File: config.mk
export PLATFORM = sky130hd
export DESIGN_NAME = lse_ctrl
export DESIGN_NICKNAME = d
export VERILOG_FILES = /design/src/common/lse_pkg.sv /design/src/lse_ctrl.sv /design/src/lse_tick.sv /design/src/lse_wave.sv
export SDC_FILE = /design/constraint.sdc
export NUM_CORES = 1
export LEC_CHECK = 0
export BUFFER_PORTS_ARGS = -buffer_cell sky130_fd_sc_hd__buf_2
export CORE_UTILIZATION = 52
export DETAILED_ROUTE_END_ITERATION = 16
export PLACE_DENSITY_LB_ADDON = 0.05
export SETUP_SLACK_MARGIN = 0.5
export SLEW_MARGIN = 20
export SYNTH_ARGS = -nofsm -noshare
export SYNTH_HDL_FRONTEND = slang
export SYNTH_SLANG_ARGS = --single-unit
export TNS_END_PERCENT = 30
File: constraint.sdc
create_clock -name clk_i -period 2.15 [get_ports clk_i]
set_input_delay 0.1075 -clock clk_i [delete_from_list [all_inputs] [get_ports clk_i]]
set_output_delay 0.1075 -clock clk_i [all_outputs]
set_load 0.01 [all_outputs]
File: src/common/lse_pkg.sv
/*
  Constants, register map and carrier types of the LCD sleep/enable controller.
  Assumes a classic Wishbone slave with 32-bit data and one 100 MHz clock.
*/
package lse_pkg;
  localparam int unsigned NUM_COM  = 4;
  localparam int unsigned NUM_SEG  = 32;
  localparam int unsigned NUM_PIX  = 12;
  localparam logic [7:0] ADR_CTRL  = 8'h00;
  localparam logic [7:0] ADR_PS    = 8'h04;
  localparam logic [7:0] ADR_SEGEN = 8'h08;
  localparam logic [7:0] ADR_STAT  = 8'h0C;
  localparam logic [7:0] ADR_CLR   = 8'h10;
  localparam logic [7:0] ADR_IEN   = 8'h14;
  localparam logic [7:0] ADR_PIX0  = 8'h40;
  localparam logic [7:0] ADR_PIXN  = 8'h6C;
  localparam int unsigned PIX_IDX_LSB = 2;
  localparam int unsigned PIX_IDX_W   = 4;
  // Control register fields
  localparam int unsigned CTL_EN    = 7;
  localparam int unsigned CTL_SLP   = 6;
  localparam int unsigned CTL_WERR  = 5;
  localparam int unsigned CTL_CS_HI = 3;
  localparam int unsigned CTL_CS_LO = 2;
  localparam int unsigned CTL_MX_HI = 1;
  localparam int unsigned CTL_MX_LO = 0;
  // Prescale register fields
  localparam int unsigned PS_WFT    = 7;
  localparam int unsigned PS_ACT    = 5;
  localparam int unsigned PS_LP_HI  = 3;
  localparam int unsigned PS_LP_LO  = 0;
  // Status bits
  localparam int unsigned ST_SHUT   = 0;
  localparam int unsigned ST_FRAME  = 1;
  localparam int unsigned ST_W      = 2;
  localparam logic [7:0] CTRL_RST   = 8'h00;
  localparam logic [7:0] PS_RST     = 8'h00;
  localparam logic [1:0] CS_SYSDIV4 = 2'h0;
  localparam logic [1:0] CS_TIMER1_CRYSTAL_OSC   = 2'h1;
  localparam logic [1:0] CS_LFINT   = 2'h2;
  localparam logic [1:0] MUX_STATIC = 2'h0;
  // Base tick: one phase step per 10 us at prescale 0
  localparam int unsigned TICK_NS     = 10000;
  localparam int unsigned CLK_NS      = 10;
  localparam int unsigned TICK_CYCLES = TICK_NS / CLK_NS;
  localparam int unsigned TICK_W      = 10;
  typedef enum logic [3:0] {
    LSE_OFF    = 4'h1,
    LSE_RUN    = 4'h2,
    LSE_STOP   = 4'h4,
    LSE_HALT   = 4'h8
  } lse_state_t;
  typedef struct packed {
    logic        en;
    logic        slp_dis;
    logic [1:0]  clk_src;
    logic [1:0]  mux;
    logic        wft_b;
    logic [3:0]  prescale;
  } lse_cfg_t;
  typedef struct packed {
    logic [NUM_COM-1:0] com;
    logic [NUM_SEG-1:0] seg;
  } lse_pins_t;
endpackage : lse_pkg

File: src/lse_ctrl.sv
/*
  LCD sleep/enable controller: Wishbone registers, frame-end shutdown,
  sleep behaviour per clock source, interrupt and wake generation.
  Assumes sleep_i is a level from the core that is high while it sleeps.
*/
// Design decisions made here: the Wishbone register port and the register addresses.
`timescale 1ns/100ps
module lse_ctrl (
  input  wire logic        clk_i,
  input  wire logic        rst_i,
  input  wire logic [7:0]  wb_adr_i,
  input  wire logic [31:0] wb_dat_i,
  input  wire logic [3:0]  wb_sel_i,
  input  wire logic        wb_we_i,
  input  wire logic        wb_cyc_i,
  input  wire logic        wb_stb_i,
  output logic [31:0]      wb_dat_o,
  output logic             wb_ack_o,
  output logic             wb_err_o,
  input  wire logic        sleep_i,
  output logic             wake_o,
  output logic             irq_o,
  output logic [3:0]       com_o,
  output logic [31:0]      seg_o,
  output logic [3:0]       com_oe_o,
  output logic [31:0]      seg_oe_o
);
  localparam int unsigned PIX_W = 5;
  logic [7:0]            ctrl_ff;
  logic [7:0]            ps_ff;
  logic [31:0]           segen_ff;
  logic [lse_pkg::ST_W-1:0] stat_ff;
  logic [lse_pkg::ST_W-1:0] ien_ff;
  logic [7:0]            pix_ff [lse_pkg::NUM_PIX*2];
  logic [lse_pkg::NUM_COM*lse_pkg::NUM_SEG-1:0] pix_flat;
  lse_pkg::lse_state_t   state_ff;
  lse_pkg::lse_state_t   nxt_state;
  lse_pkg::lse_cfg_t     cfg;
  lse_pkg::lse_pins_t    wave_pins;
  logic                  active_ff;
  logic                  wb_req;
  logic                  wb_wr;
  logic                  pix_hit;
  logic [PIX_W-1:0]      pix_idx;
  logic                  run;
  logic                  tick;
  logic                  frame_start;
  logic                  odd_frame;
  logic                  frame_irq_ok;
  logic                  shut_evt;
  logic                  frame_evt;

  assign cfg.en       = ctrl_ff[lse_pkg::CTL_EN];
  assign cfg.slp_dis  = ctrl_ff[lse_pkg::CTL_SLP];
  assign cfg.clk_src  = ctrl_ff[lse_pkg::CTL_CS_HI:lse_pkg::CTL_CS_LO];
  assign cfg.mux      = ctrl_ff[lse_pkg::CTL_MX_HI:lse_pkg::CTL_MX_LO];
  assign cfg.wft_b    = ps_ff[lse_pkg::PS_WFT];
  assign cfg.prescale = ps_ff[lse_pkg::PS_LP_HI:lse_pkg::PS_LP_LO];

  // Bus decode; every access is answered one cycle after the request
  assign wb_req  = wb_cyc_i && wb_stb_i && !wb_ack_o;
  assign wb_wr   = wb_req && wb_we_i && wb_sel_i[0];
  assign pix_hit = (wb_adr_i >= lse_pkg::ADR_PIX0) && (wb_adr_i <= lse_pkg::ADR_PIXN);
  assign pix_idx = PIX_W'((wb_adr_i - lse_pkg::ADR_PIX0) >> lse_pkg::PIX_IDX_LSB);

  // Wave engine runs unless sleep stops it per source and sleep-disable bit
  always_comb begin
    nxt_state = state_ff;
    case (state_ff)
      lse_pkg::LSE_OFF: begin
        if (cfg.en && !sleep_i) begin
          nxt_state = lse_pkg::LSE_RUN;
        end
      end
      lse_pkg::LSE_RUN: begin
        if (sleep_i && cfg.slp_dis) begin
          nxt_state = lse_pkg::LSE_STOP;
        end else if (sleep_i && cfg.clk_src == lse_pkg::CS_SYSDIV4) begin
          nxt_state = lse_pkg::LSE_HALT;
        end else if (!cfg.en && frame_start) begin
          nxt_state = lse_pkg::LSE_OFF;
        end
      end
      lse_pkg::LSE_STOP: begin
        if (!sleep_i) begin
          nxt_state = cfg.en ? lse_pkg::LSE_RUN : lse_pkg::LSE_OFF;
        end
      end
      lse_pkg::LSE_HALT: begin
        if (!sleep_i) begin
          nxt_state = lse_pkg::LSE_RUN;
        end
      end
      default: nxt_state = lse_pkg::LSE_OFF;
    endcase
  end

  always_ff @(posedge clk_i) begin
    if (rst_i) begin
      state_ff <= lse_pkg::LSE_OFF;
    end else begin
      state_ff <= nxt_state;
    end
  end

  // in sleep with a slow source and bit clear the engine keeps running
  assign run = (state_ff == lse_pkg::LSE_RUN);

  always_ff @(posedge clk_i) begin
    if (rst_i) begin
      active_ff <= 1'b0;
    end else begin
      active_ff <= (nxt_state != lse_pkg::LSE_OFF);
    end
  end

  assign shut_evt     = active_ff && (nxt_state == lse_pkg::LSE_OFF);
  assign frame_irq_ok = cfg.wft_b && (cfg.mux != lse_pkg::MUX_STATIC);
  assign frame_evt    = run && frame_start && odd_frame && frame_irq_ok;

  // Sticky status; a set in the same cycle as a clear wins
  always_ff @(posedge clk_i) begin
    if (rst_i) begin
      stat_ff <= '0;
    end else begin
      stat_ff <= (stat_ff & ~((wb_wr && wb_adr_i == lse_pkg::ADR_CLR) ?
                 wb_dat_i[lse_pkg::ST_W-1:0] : '0)) |
                 {frame_evt, shut_evt};
    end
  end

  assign irq_o  = |(stat_ff & ien_ff);
  assign wake_o = sleep_i && stat_ff[lse_pkg::ST_FRAME] && ien_ff[lse_pkg::ST_FRAME];

  always_ff @(posedge clk_i) begin
    if (rst_i) begin
      ctrl_ff <= lse_pkg::CTRL_RST;
    end else if (wb_wr && wb_adr_i == lse_pkg::ADR_CTRL) begin
      ctrl_ff <= {wb_dat_i[7:6], ctrl_ff[lse_pkg::CTL_WERR] & ~wb_dat_i[5], 1'b0,
                  wb_dat_i[3:0]};
    end else if (wb_wr && pix_hit && sleep_i) begin
      ctrl_ff[lse_pkg::CTL_WERR] <= 1'b1;
    end
  end

  always_ff @(posedge clk_i) begin
    if (rst_i) begin
      ps_ff    <= lse_pkg::PS_RST;
      segen_ff <= '0;
      ien_ff   <= '0;
    end else if (wb_wr) begin
      if (wb_adr_i == lse_pkg::ADR_PS) begin
        ps_ff <= {wb_dat_i[7:6], 2'h0, wb_dat_i[3:0]};
      end
      if (wb_adr_i == lse_pkg::ADR_SEGEN) begin
        segen_ff <= wb_dat_i;
      end
      if (wb_adr_i == lse_pkg::ADR_IEN) begin
        ien_ff <= wb_dat_i[lse_pkg::ST_W-1:0];
      end
    end
  end

  // Pixel store, one byte per word; writes refused while sleeping
  always_ff @(posedge clk_i) begin
    if (rst_i) begin
      for (int i = 0; i < lse_pkg::NUM_PIX*2; i++) begin
        pix_ff[i] <= 8'h00;
      end
    end else if (wb_wr && pix_hit && !sleep_i) begin
      pix_ff[pix_idx] <= wb_dat_i[7:0];
    end
  end

  always_comb begin
    pix_flat = '0;
    for (int c = 0; c < lse_pkg::NUM_COM; c++) begin
      // Three words per common so every common is reachable; top byte stays clear
      for (int b = 0; b < 3; b++) begin
        pix_flat[c*lse_pkg::NUM_SEG + b*8 +: 8] = pix_ff[c*3 + b];
      end
    end
  end

  always_ff @(posedge clk_i) begin
    if (rst_i) begin
      wb_ack_o <= 1'b0;
      wb_err_o <= 1'b0;
      wb_dat_o <= '0;
    end else begin
      wb_ack_o <= wb_req;
      wb_err_o <= 1'b0;
      wb_dat_o <= '0;
      if (wb_req && !wb_we_i) begin
        if (wb_adr_i == lse_pkg::ADR_CTRL) begin
          wb_dat_o <= {24'h0000_00, ctrl_ff};
        end else if (wb_adr_i == lse_pkg::ADR_PS) begin
          wb_dat_o <= {24'h0000_00, ps_ff[7:6], active_ff, 1'b0, ps_ff[3:0]};
        end else if (wb_adr_i == lse_pkg::ADR_SEGEN) begin
          wb_dat_o <= segen_ff;
        end else if (wb_adr_i == lse_pkg::ADR_STAT) begin
          wb_dat_o <= {30'h0000_0000, stat_ff};
        end else if (wb_adr_i == lse_pkg::ADR_IEN) begin
          wb_dat_o <= {30'h0000_0000, ien_ff};
        end else if (pix_hit) begin
          wb_dat_o <= {24'h0000_00, pix_ff[pix_idx]};
        end
      end
    end
  end

  lse_tick u_tick (
    .clk_i      (clk_i),
    .rst_i      (rst_i),
    .run_i      (run),
    .prescale_i (cfg.prescale),
    .tick_o     (tick)
  );

  lse_wave u_wave (
    .clk_i         (clk_i),
    .rst_i         (rst_i),
    .run_i         (run),
    .tick_i        (tick),
    .mux_i         (cfg.mux),
    .pix_i         (pix_flat),
    .frame_start_o (frame_start),
    .odd_frame_o   (odd_frame),
    .pins_o        (wave_pins)
  );

  // Pin drive: grounded in stop, held in halt, released when off
  always_comb begin
    com_o    = wave_pins.com;
    seg_o    = wave_pins.seg;
    com_oe_o = '1;
    seg_oe_o = segen_ff;
    if (state_ff == lse_pkg::LSE_STOP) begin
      com_o = '0;
      seg_o = '0;
    end else if (state_ff == lse_pkg::LSE_OFF) begin
      com_oe_o = '0;
      seg_oe_o = '0;
    end
  end
endmodule // lse_ctrl

File: src/lse_tick.sv
/*
  Phase tick divider: one-cycle enable every (prescale+1) base ticks.
  Assumes a synchronous, active-high reset and a running enable input.
*/
`timescale 1ns/100ps
module lse_tick (
  input  wire logic       clk_i,
  input  wire logic       rst_i,
  input  wire logic       run_i,
  input  wire logic [3:0] prescale_i,
  output logic            tick_o
);
  logic [lse_pkg::TICK_W-1:0] base_ff;
  logic [3:0]                 pre_ff;
  logic                       base_end;
  assign base_end = (base_ff == lse_pkg::TICK_W'(lse_pkg::TICK_CYCLES - 1));
  always_ff @(posedge clk_i) begin
    if (rst_i || !run_i || base_end) begin
      base_ff <= '0;
    end else begin
      base_ff <= base_ff + 1'b1;
    end
  end
  always_ff @(posedge clk_i) begin
    if (rst_i || !run_i) begin
      pre_ff <= '0;
      tick_o <= 1'b0;
    end else if (base_end) begin
      tick_o <= (pre_ff == prescale_i);
      pre_ff <= (pre_ff == prescale_i) ? 4'h0 : pre_ff + 4'h1;
    end else begin
      tick_o <= 1'b0;
    end
  end
endmodule // lse_tick

File: src/lse_wave.sv
/*
  Common and segment level generator (digital two-level model of the drive).
  Steps one phase per tick; frame length is the number of commons in use.
*/
`timescale 1ns/100ps
module lse_wave (
  input  wire logic                            clk_i,
  input  wire logic                            rst_i,
  input  wire logic                            run_i,
  input  wire logic                            tick_i,
  input  wire logic [1:0]                      mux_i,
  input  wire logic [lse_pkg::NUM_COM*lse_pkg::NUM_SEG-1:0] pix_i,
  output logic                                 frame_start_o,
  output logic                                 odd_frame_o,
  output lse_pkg::lse_pins_t                   pins_o
);
  logic [1:0] com_ff;
  logic       last_com;
  assign last_com = (com_ff == mux_i);
  always_ff @(posedge clk_i) begin
    if (rst_i || !run_i) begin
      com_ff        <= 2'h0;
      odd_frame_o   <= 1'b0;
      frame_start_o <= 1'b0;
    end else if (tick_i) begin
      com_ff        <= last_com ? 2'h0 : com_ff + 2'h1;
      frame_start_o <= last_com;
      if (last_com) begin
        odd_frame_o <= ~odd_frame_o;
      end
    end else begin
      frame_start_o <= 1'b0;
    end
  end
  always_ff @(posedge clk_i) begin
    if (rst_i) begin
      pins_o <= '0;
    end else if (run_i && tick_i) begin
      pins_o.com <= lse_pkg::NUM_COM'(1) << (last_com ? 2'h0 : com_ff + 2'h1);
      pins_o.seg <= pix_i[(last_com ? 2'h0 : com_ff + 2'h1)*lse_pkg::NUM_SEG +: lse_pkg::NUM_SEG];
    end
  end
endmodule // lse_wave

Word-level counts from Yosys, hierarchy flattened
Memories as Yosys holds them, arrays and structs flattened.
Cells that the tools add are included.
{ "word_totals": {"register_bits": 142, "ram_bits": 192, "inputBits": 50, "output_inout_bits": 108, "elab_cells": 132, "n_memories": 1} }
{ "memory_table": {"columns": ["name", "depth", "word_bits", "rd", "rd_ports_with_merged_regs", "write_ports", "line", "source"], "rows": [
  ["pix_ff", 24, 8, 13, 0, 24, "lse_ctrl.sv:34", "logic [7:0] pix_ff [lse_pkg::NUM_PIX*2];"]
]} }
{ "op_classes": {"addsub": 5, "n_lt_le_gt_ge": 2, "eq_ne": 14, "n_shift": 2, "n_mux": 34, "n_bitwise": 10, "reduce_logical": 44} }
{ "ops": {"columns": ["cell", "n"], "rows": [
  ["$mux 32", 4],
  ["$shiftx 128x33->32", 1],
  ["$mux 8", 6],
  ["$mux 4", 10],
  ["$mux 27", 1],
  ["$logic_and 1x1->1", 23],
  ["$eq 8x4->1 const B", 2],
  ["$eq 8x5->1 const B", 2],
  ["$pmux 4 s4", 1],
  ["$add 10x1->10 const B", 1],
  ["$eq 10x10->1 const B", 1],
  ["$eq 4x1->1 const B", 2],
  ["$eq 8x3->1 const B", 1],
  ["$ge 8x7->1 const B", 1],
  ["$le 8x7->1 const B", 1],
  ["$logic_not 8->1", 1],
  ["$mux 1", 8],
  ["$reduce_and 2->1", 4],
  ["$reduce_or 2->1", 4],
  ["$reduce_or 8->1", 1],
  ["$sub 7x7->7 const B", 1],
  ["$mux 2", 3],
  ["$logic_not 1->1", 5],
  ["$mux 5", 1],
  ["other kinds (19)", 26]
]} }

Logic depth before layout (Yosys ltp)
{ "logic_depth": {"depth_word": 11, "mapped_depth": 9, "depth_no_buf": 6} }

Hierarchy
A second synthesis with hierarchy kept.
{ "unflattened": {"cells_unflattened": 1139, "area_unflattened_um2": 12889.9} }
{ "by_module_without_submodules": {"columns": ["mod", "n_inst", "cells_per_inst", "area_per_inst_um2", "seq_area_each_um2"], "rows": [
  ["lse_ctrl", 1, 840, 10013.4, 5945.7],
  ["lse_wave", 1, 226, 2184.6, 800.8],
  ["lse_tick", 1, 73, 691.9, 300.3]
]} }

Worst setup path after synthesis
No wires, ideal clock.
{ "synth_path": {"path_type": "reg-to-reg", "startpoint": "reg wb_ack_o", "endpoint": "mem pix_ff[2][0] (enable)", "setup_ps": 375, "t_arrival_ps": 1811, "required_time_ps": 1775, "slack_ps": -36, "stages_incl_launch_ff": 5, "n_path_buf": 0, "path_cell_list": "dfxtp_1 > nand3b_1 > nor2_1 > nand3_1 > o21bai_1"} }
{ "synth_lines": {"columns": ["element", "line", "source"], "rows": [
  ["start: declaration", "lse_ctrl.sv:18", "output logic wb_ack_o,"],
  ["start signal: assignment", "lse_ctrl.sv:191", "wb_ack_o <= wb_req;"],
  ["end: declaration", "lse_ctrl.sv:34", null]
]} }

Worst setup path after layout
{ "layout_path": {"startpoint": "reg state_ff[0]", "endpoint": "out seg_o[2]"} }
{ "layout_via": {"elab_chain_len": 2} }
{ "layout_rtl": {"columns": ["element", "line", "source"], "rows": [
  ["start: declaration", "lse_ctrl.sv:36", "lse_pkg::lse_state_t state_ff;"],
  ["start signal: assignment", "lse_ctrl.sv:100", "state_ff <= lse_pkg::LSE_OFF;"],
  ["start signal: assignment", "lse_ctrl.sv:102", "state_ff <= nxt_state;"],
  ["$eq 4x3->1", "lse_ctrl.sv:238", "if (state_ff == lse_pkg::LSE_STOP) begin"],
  ["$mux 32", "lse_ctrl.sv:238", null],
  ["end: declaration", "lse_ctrl.sv:24", "output logic [31:0] seg_o,"]
]} }
No other way between the ends.

==> flow_metrics.tcl <==
set metrics [dict create \
    hold_viol_final 0 \
    register_area_mm2 0.007262 \
    rows 57 \
    final_common_cell "nor2_1" \
    cp.arrival_ns 1.90 \
    fin_tns_setup_ns 0 \
    cts-root-buf "clkbuf_16" \
    ff2ff_setup_slack_ns 0.24 \
    postSynthRegisterBits 286 \
    grt_max_degree 69 \
    overflow 0 \
    rsz0062_at_grt "true" \
    numCtsBuffers 29 \
    yosys.area.top_type "edfxtp_1" \
    nFillCells 1722 \
    slew_headroom 0.4460 \
    ant_nets 0 \
    worst_slack_ns 0.1464 \
    rr_startpoint "u_wave.com_ff[1]" \
    drcViolationCount 0 \
    io_buffers 145 \
    syn_inst 1213 \
    crit_buf_inv 4 \
    ir_worst_vdd_mv 0.7216 \
    syn_area_mm2 0.01313 \
    worstPathCellList "buf_6 -> nor4b_4 -> buf_6 -> clkbuf_16 -> nor2b_1 -> buf_2" \
    synth-edff-count 152 \
    ys_warn_count 0 \
    hpwlAfterDp_mm 25.98 \
    synth_area_leaders "edfxtp_1 (35%), dfxtp_1 (20%), mux4_2 (6.0%)" \
    synth_top_area_share 0.3476 \
    leakagePower_nw 6.649 \
    p_per_area_mw_per_mm2 656.1 \
    via_per_inst 5.712 \
    synth_area_per_cell_um2 10.82 \
    ys.flop_type "edfxtp_1" \
    p_total_mw 11.59 \
    crit_top_cell "buf_6" \
    area_growth_pct 34.60 \
    min_period_ns 2.004 \
    async_reset_ff_frac 0 \
    num_vias 10619 \
    firstDrtPassIters 6 \
    drv_slew 0 \
    post_dp_cell_area_mm2 0.01474 \
    coreArea_mm2 0.02453 \
    dieArea_mm2 0.02589 \
    synth.distinct_cells 72 \
    slowest_stage "dfxtp_4" \
    cp.depth 6 \
    grt_usage 0.2889 \
    drt_iter0_markers 910 \
    finalInstanceArea_mm2 0.01767 \
    drv_cap 0 \
    path_delay_family "buffers and inverters" \
    multi_input_area_mm2 0.006326 \
    crit_start "state_ff[0]" \
    critical_path_class "flop to output pin" \
    initial_core_util 0.5352 \
    clk_latency_ns 0.55 \
    gp_congestion 0.8861 \
    wl_per_cell_um 21.43 \
    reg2reg_to "u_wave.pins_o[13]" \
    fin_skew_ns 0.01292 \
    fmax_ghz 0.4991 \
    drt_wl_total_mm 39.83 \
    hold_path_class "input pin to flop" \
    grt_pass1_vias 9640 \
    die_w_um 160.9 \
    layout-drive-gt1-share 0.3149 \
    synth_seq_area_share 0.5519 \
    outcome "complete, no violations" \
    cp-end-kind "output pin" \
    cp_max_fo 7 \
    worstPathRequired_ns 2.04 \
    reg2regPathDepth 8 \
    setup_viol 0 \
    mostFrequentLayoutCells "nor2_1 (160), edfxtp_1 (152), nand2_1 (137)" \
    antenna_found_initial 1 \
    htreeDepth 1 \
    critPathLaunchType "flop" \
    min_period_over_period 0.9319 \
    clock_path_buffers 3 \
    grt_pass1_wl_mm 56.74 \
    nets 1567 \
    cpPeakStageDelay_ns 0.35 \
    die_h_um 160.9 \
    crit_path_end "seg_o[2]" \
    cts_tree "done" \
    max_slew.worst_pin.slew_ns 0.8310 \
    clkTransAtPathRegs_ns 0.06 \
    clock_sinks 286 \
    pin_count 158 \
    dpl_worst_slack_ns 0.1102 \
]
[kinds of logic (layout without fill, tap and decap cells)]
| kind of cell | Yosys count | in the layout | share of synthesized area |
|---|---|---|---|
| and+or+nand+nor | 501 | 501 | 0.1853 |
| other | 1 | 66 | 0.0002856 |
| adders and majority gates | 3 | 3 | 0.002859 |
| AOI/OAI and AO/OA | 216 | 216 | 0.1138 |
| xor gates and xnor gates | 17 | 17 | 0.01277 |
| DFF | 286 | 286 | 0.5519 |
| muxes | 71 | 71 | 0.08757 |
| buffers and inverters | 118 | 375 | 0.04545 |
[cell usage after synthesis, drive strengths merged (7+ instances only)]
cell       n
nor2     164
edfxtp   152
nand2    141
dfxtp    134
a21oi     79
nor2b     71
buf       58
clkbuf    51
nand2b    40
mux2i     35
mux4      35
and2      28
o22ai     21
nand3     18
a22o      17
o21ai     15
o21bai    12
xor2      12
a2111oi   10
inv        9
a221oi     8
nand4      8
a22oi      7
nor3       7
[how the worst min path moves through the flow]
stage / startpoint / to / depth (start not counted) / slack (ns)
CTS: wb_dat_i[6] / segen_ff[6] / 3 / 0.004
global route: wb_dat_i[6] / pix_ff[27][6] / 1 / 0.01
detailed placement: wb_dat_i[27] / segen_ff[27] / 3 / 0.36
global placement: wb_dat_i[19] / segen_ff[19] / 3 / 0.35
floorplan: wb_dat_i[6] / pix_ff[24][6] / 0 / 0.21
finish: wb_dat_i[6] / segen_ff[6] / 3 / 0.001
[per-stage QoR]
step | hold WS, ns | cells | util
after floorplan | 0.2064 | 1277 | -
final | 0.001226 | 1859 | 0.7204
after global placement | 0.3540 | 1704 | 0.6008
after global routing | 0.01394 | 1858 | 0.7203
after CTS | 0.004266 | 1822 | 0.6801
after detailed placement | 0.3566 | 1704 | 0.6008
[worst register-to-register path, stage by stage (launching register included)]
cell and delay (ns):
dfxtp_4 0.37, ha_4 0.29, buf_12 0.14, buf_16 0.13, mux2i_2 0.16, a221oi_2 0.24, a21oi_1 0.07, a211o_1 0.29
a21oi_1 0.15
[metal layers]
metal | up-vias | GRT usage | share of wire
li1 | 4861 | - | -
met1 | 5122 | 0.4013 | 0.41
met2 | 550 | 0.4412 | 0.45
met3 | 86 | 0.07748 | 0.10
met4 | 0 | 0.09134 | 0.034
met5 | - | 0 | 0
[power by group]
part           total, mW  switching [mW]  leakage [nW]  internal, mW
logic              0.854           0.474          3.62         0.380
registers           6.00          0.0940          2.60          5.91
clock network       4.74            2.07         0.427          2.67
[flip-flops by register name, summed over array words and instances, names as in the netlist, 6 cells and up]
name	cells
ctrl_ff	7
pix_ff	152
ps_ff	6
segen_ff	32
u_tick.base_ff	10
u_wave.pins_o	28
wb_dat_o	32
[final cells by class]
| type | count | area share |
|---|---|---|
| repair buffers | 315 | 0.1562 |
| diodes | 1 | 0.0001416 |
| inverters | 9 | 0.002549 |
| well taps | 324 | 0.02294 |
| clock inverters | 5 | 0.001628 |
| flip-flops and latches | 286 | 0.4109 |
| clock buffers | 46 | 0.04772 |
| multi-input cells | 873 | 0.3579 |
[what timing repair did]
item / in CTS / in global routing
gates resized for setup: 85 / 123
setup endpoints to repair: 320 / 334
gates cloned: 8 / 6
hold buffers: 34 / 0
endpoints found under the hold margin: 49 / 0
buffers inserted: 25 / 30
pin swaps: 45 / 34
Power figures use the tool's default switching activity.
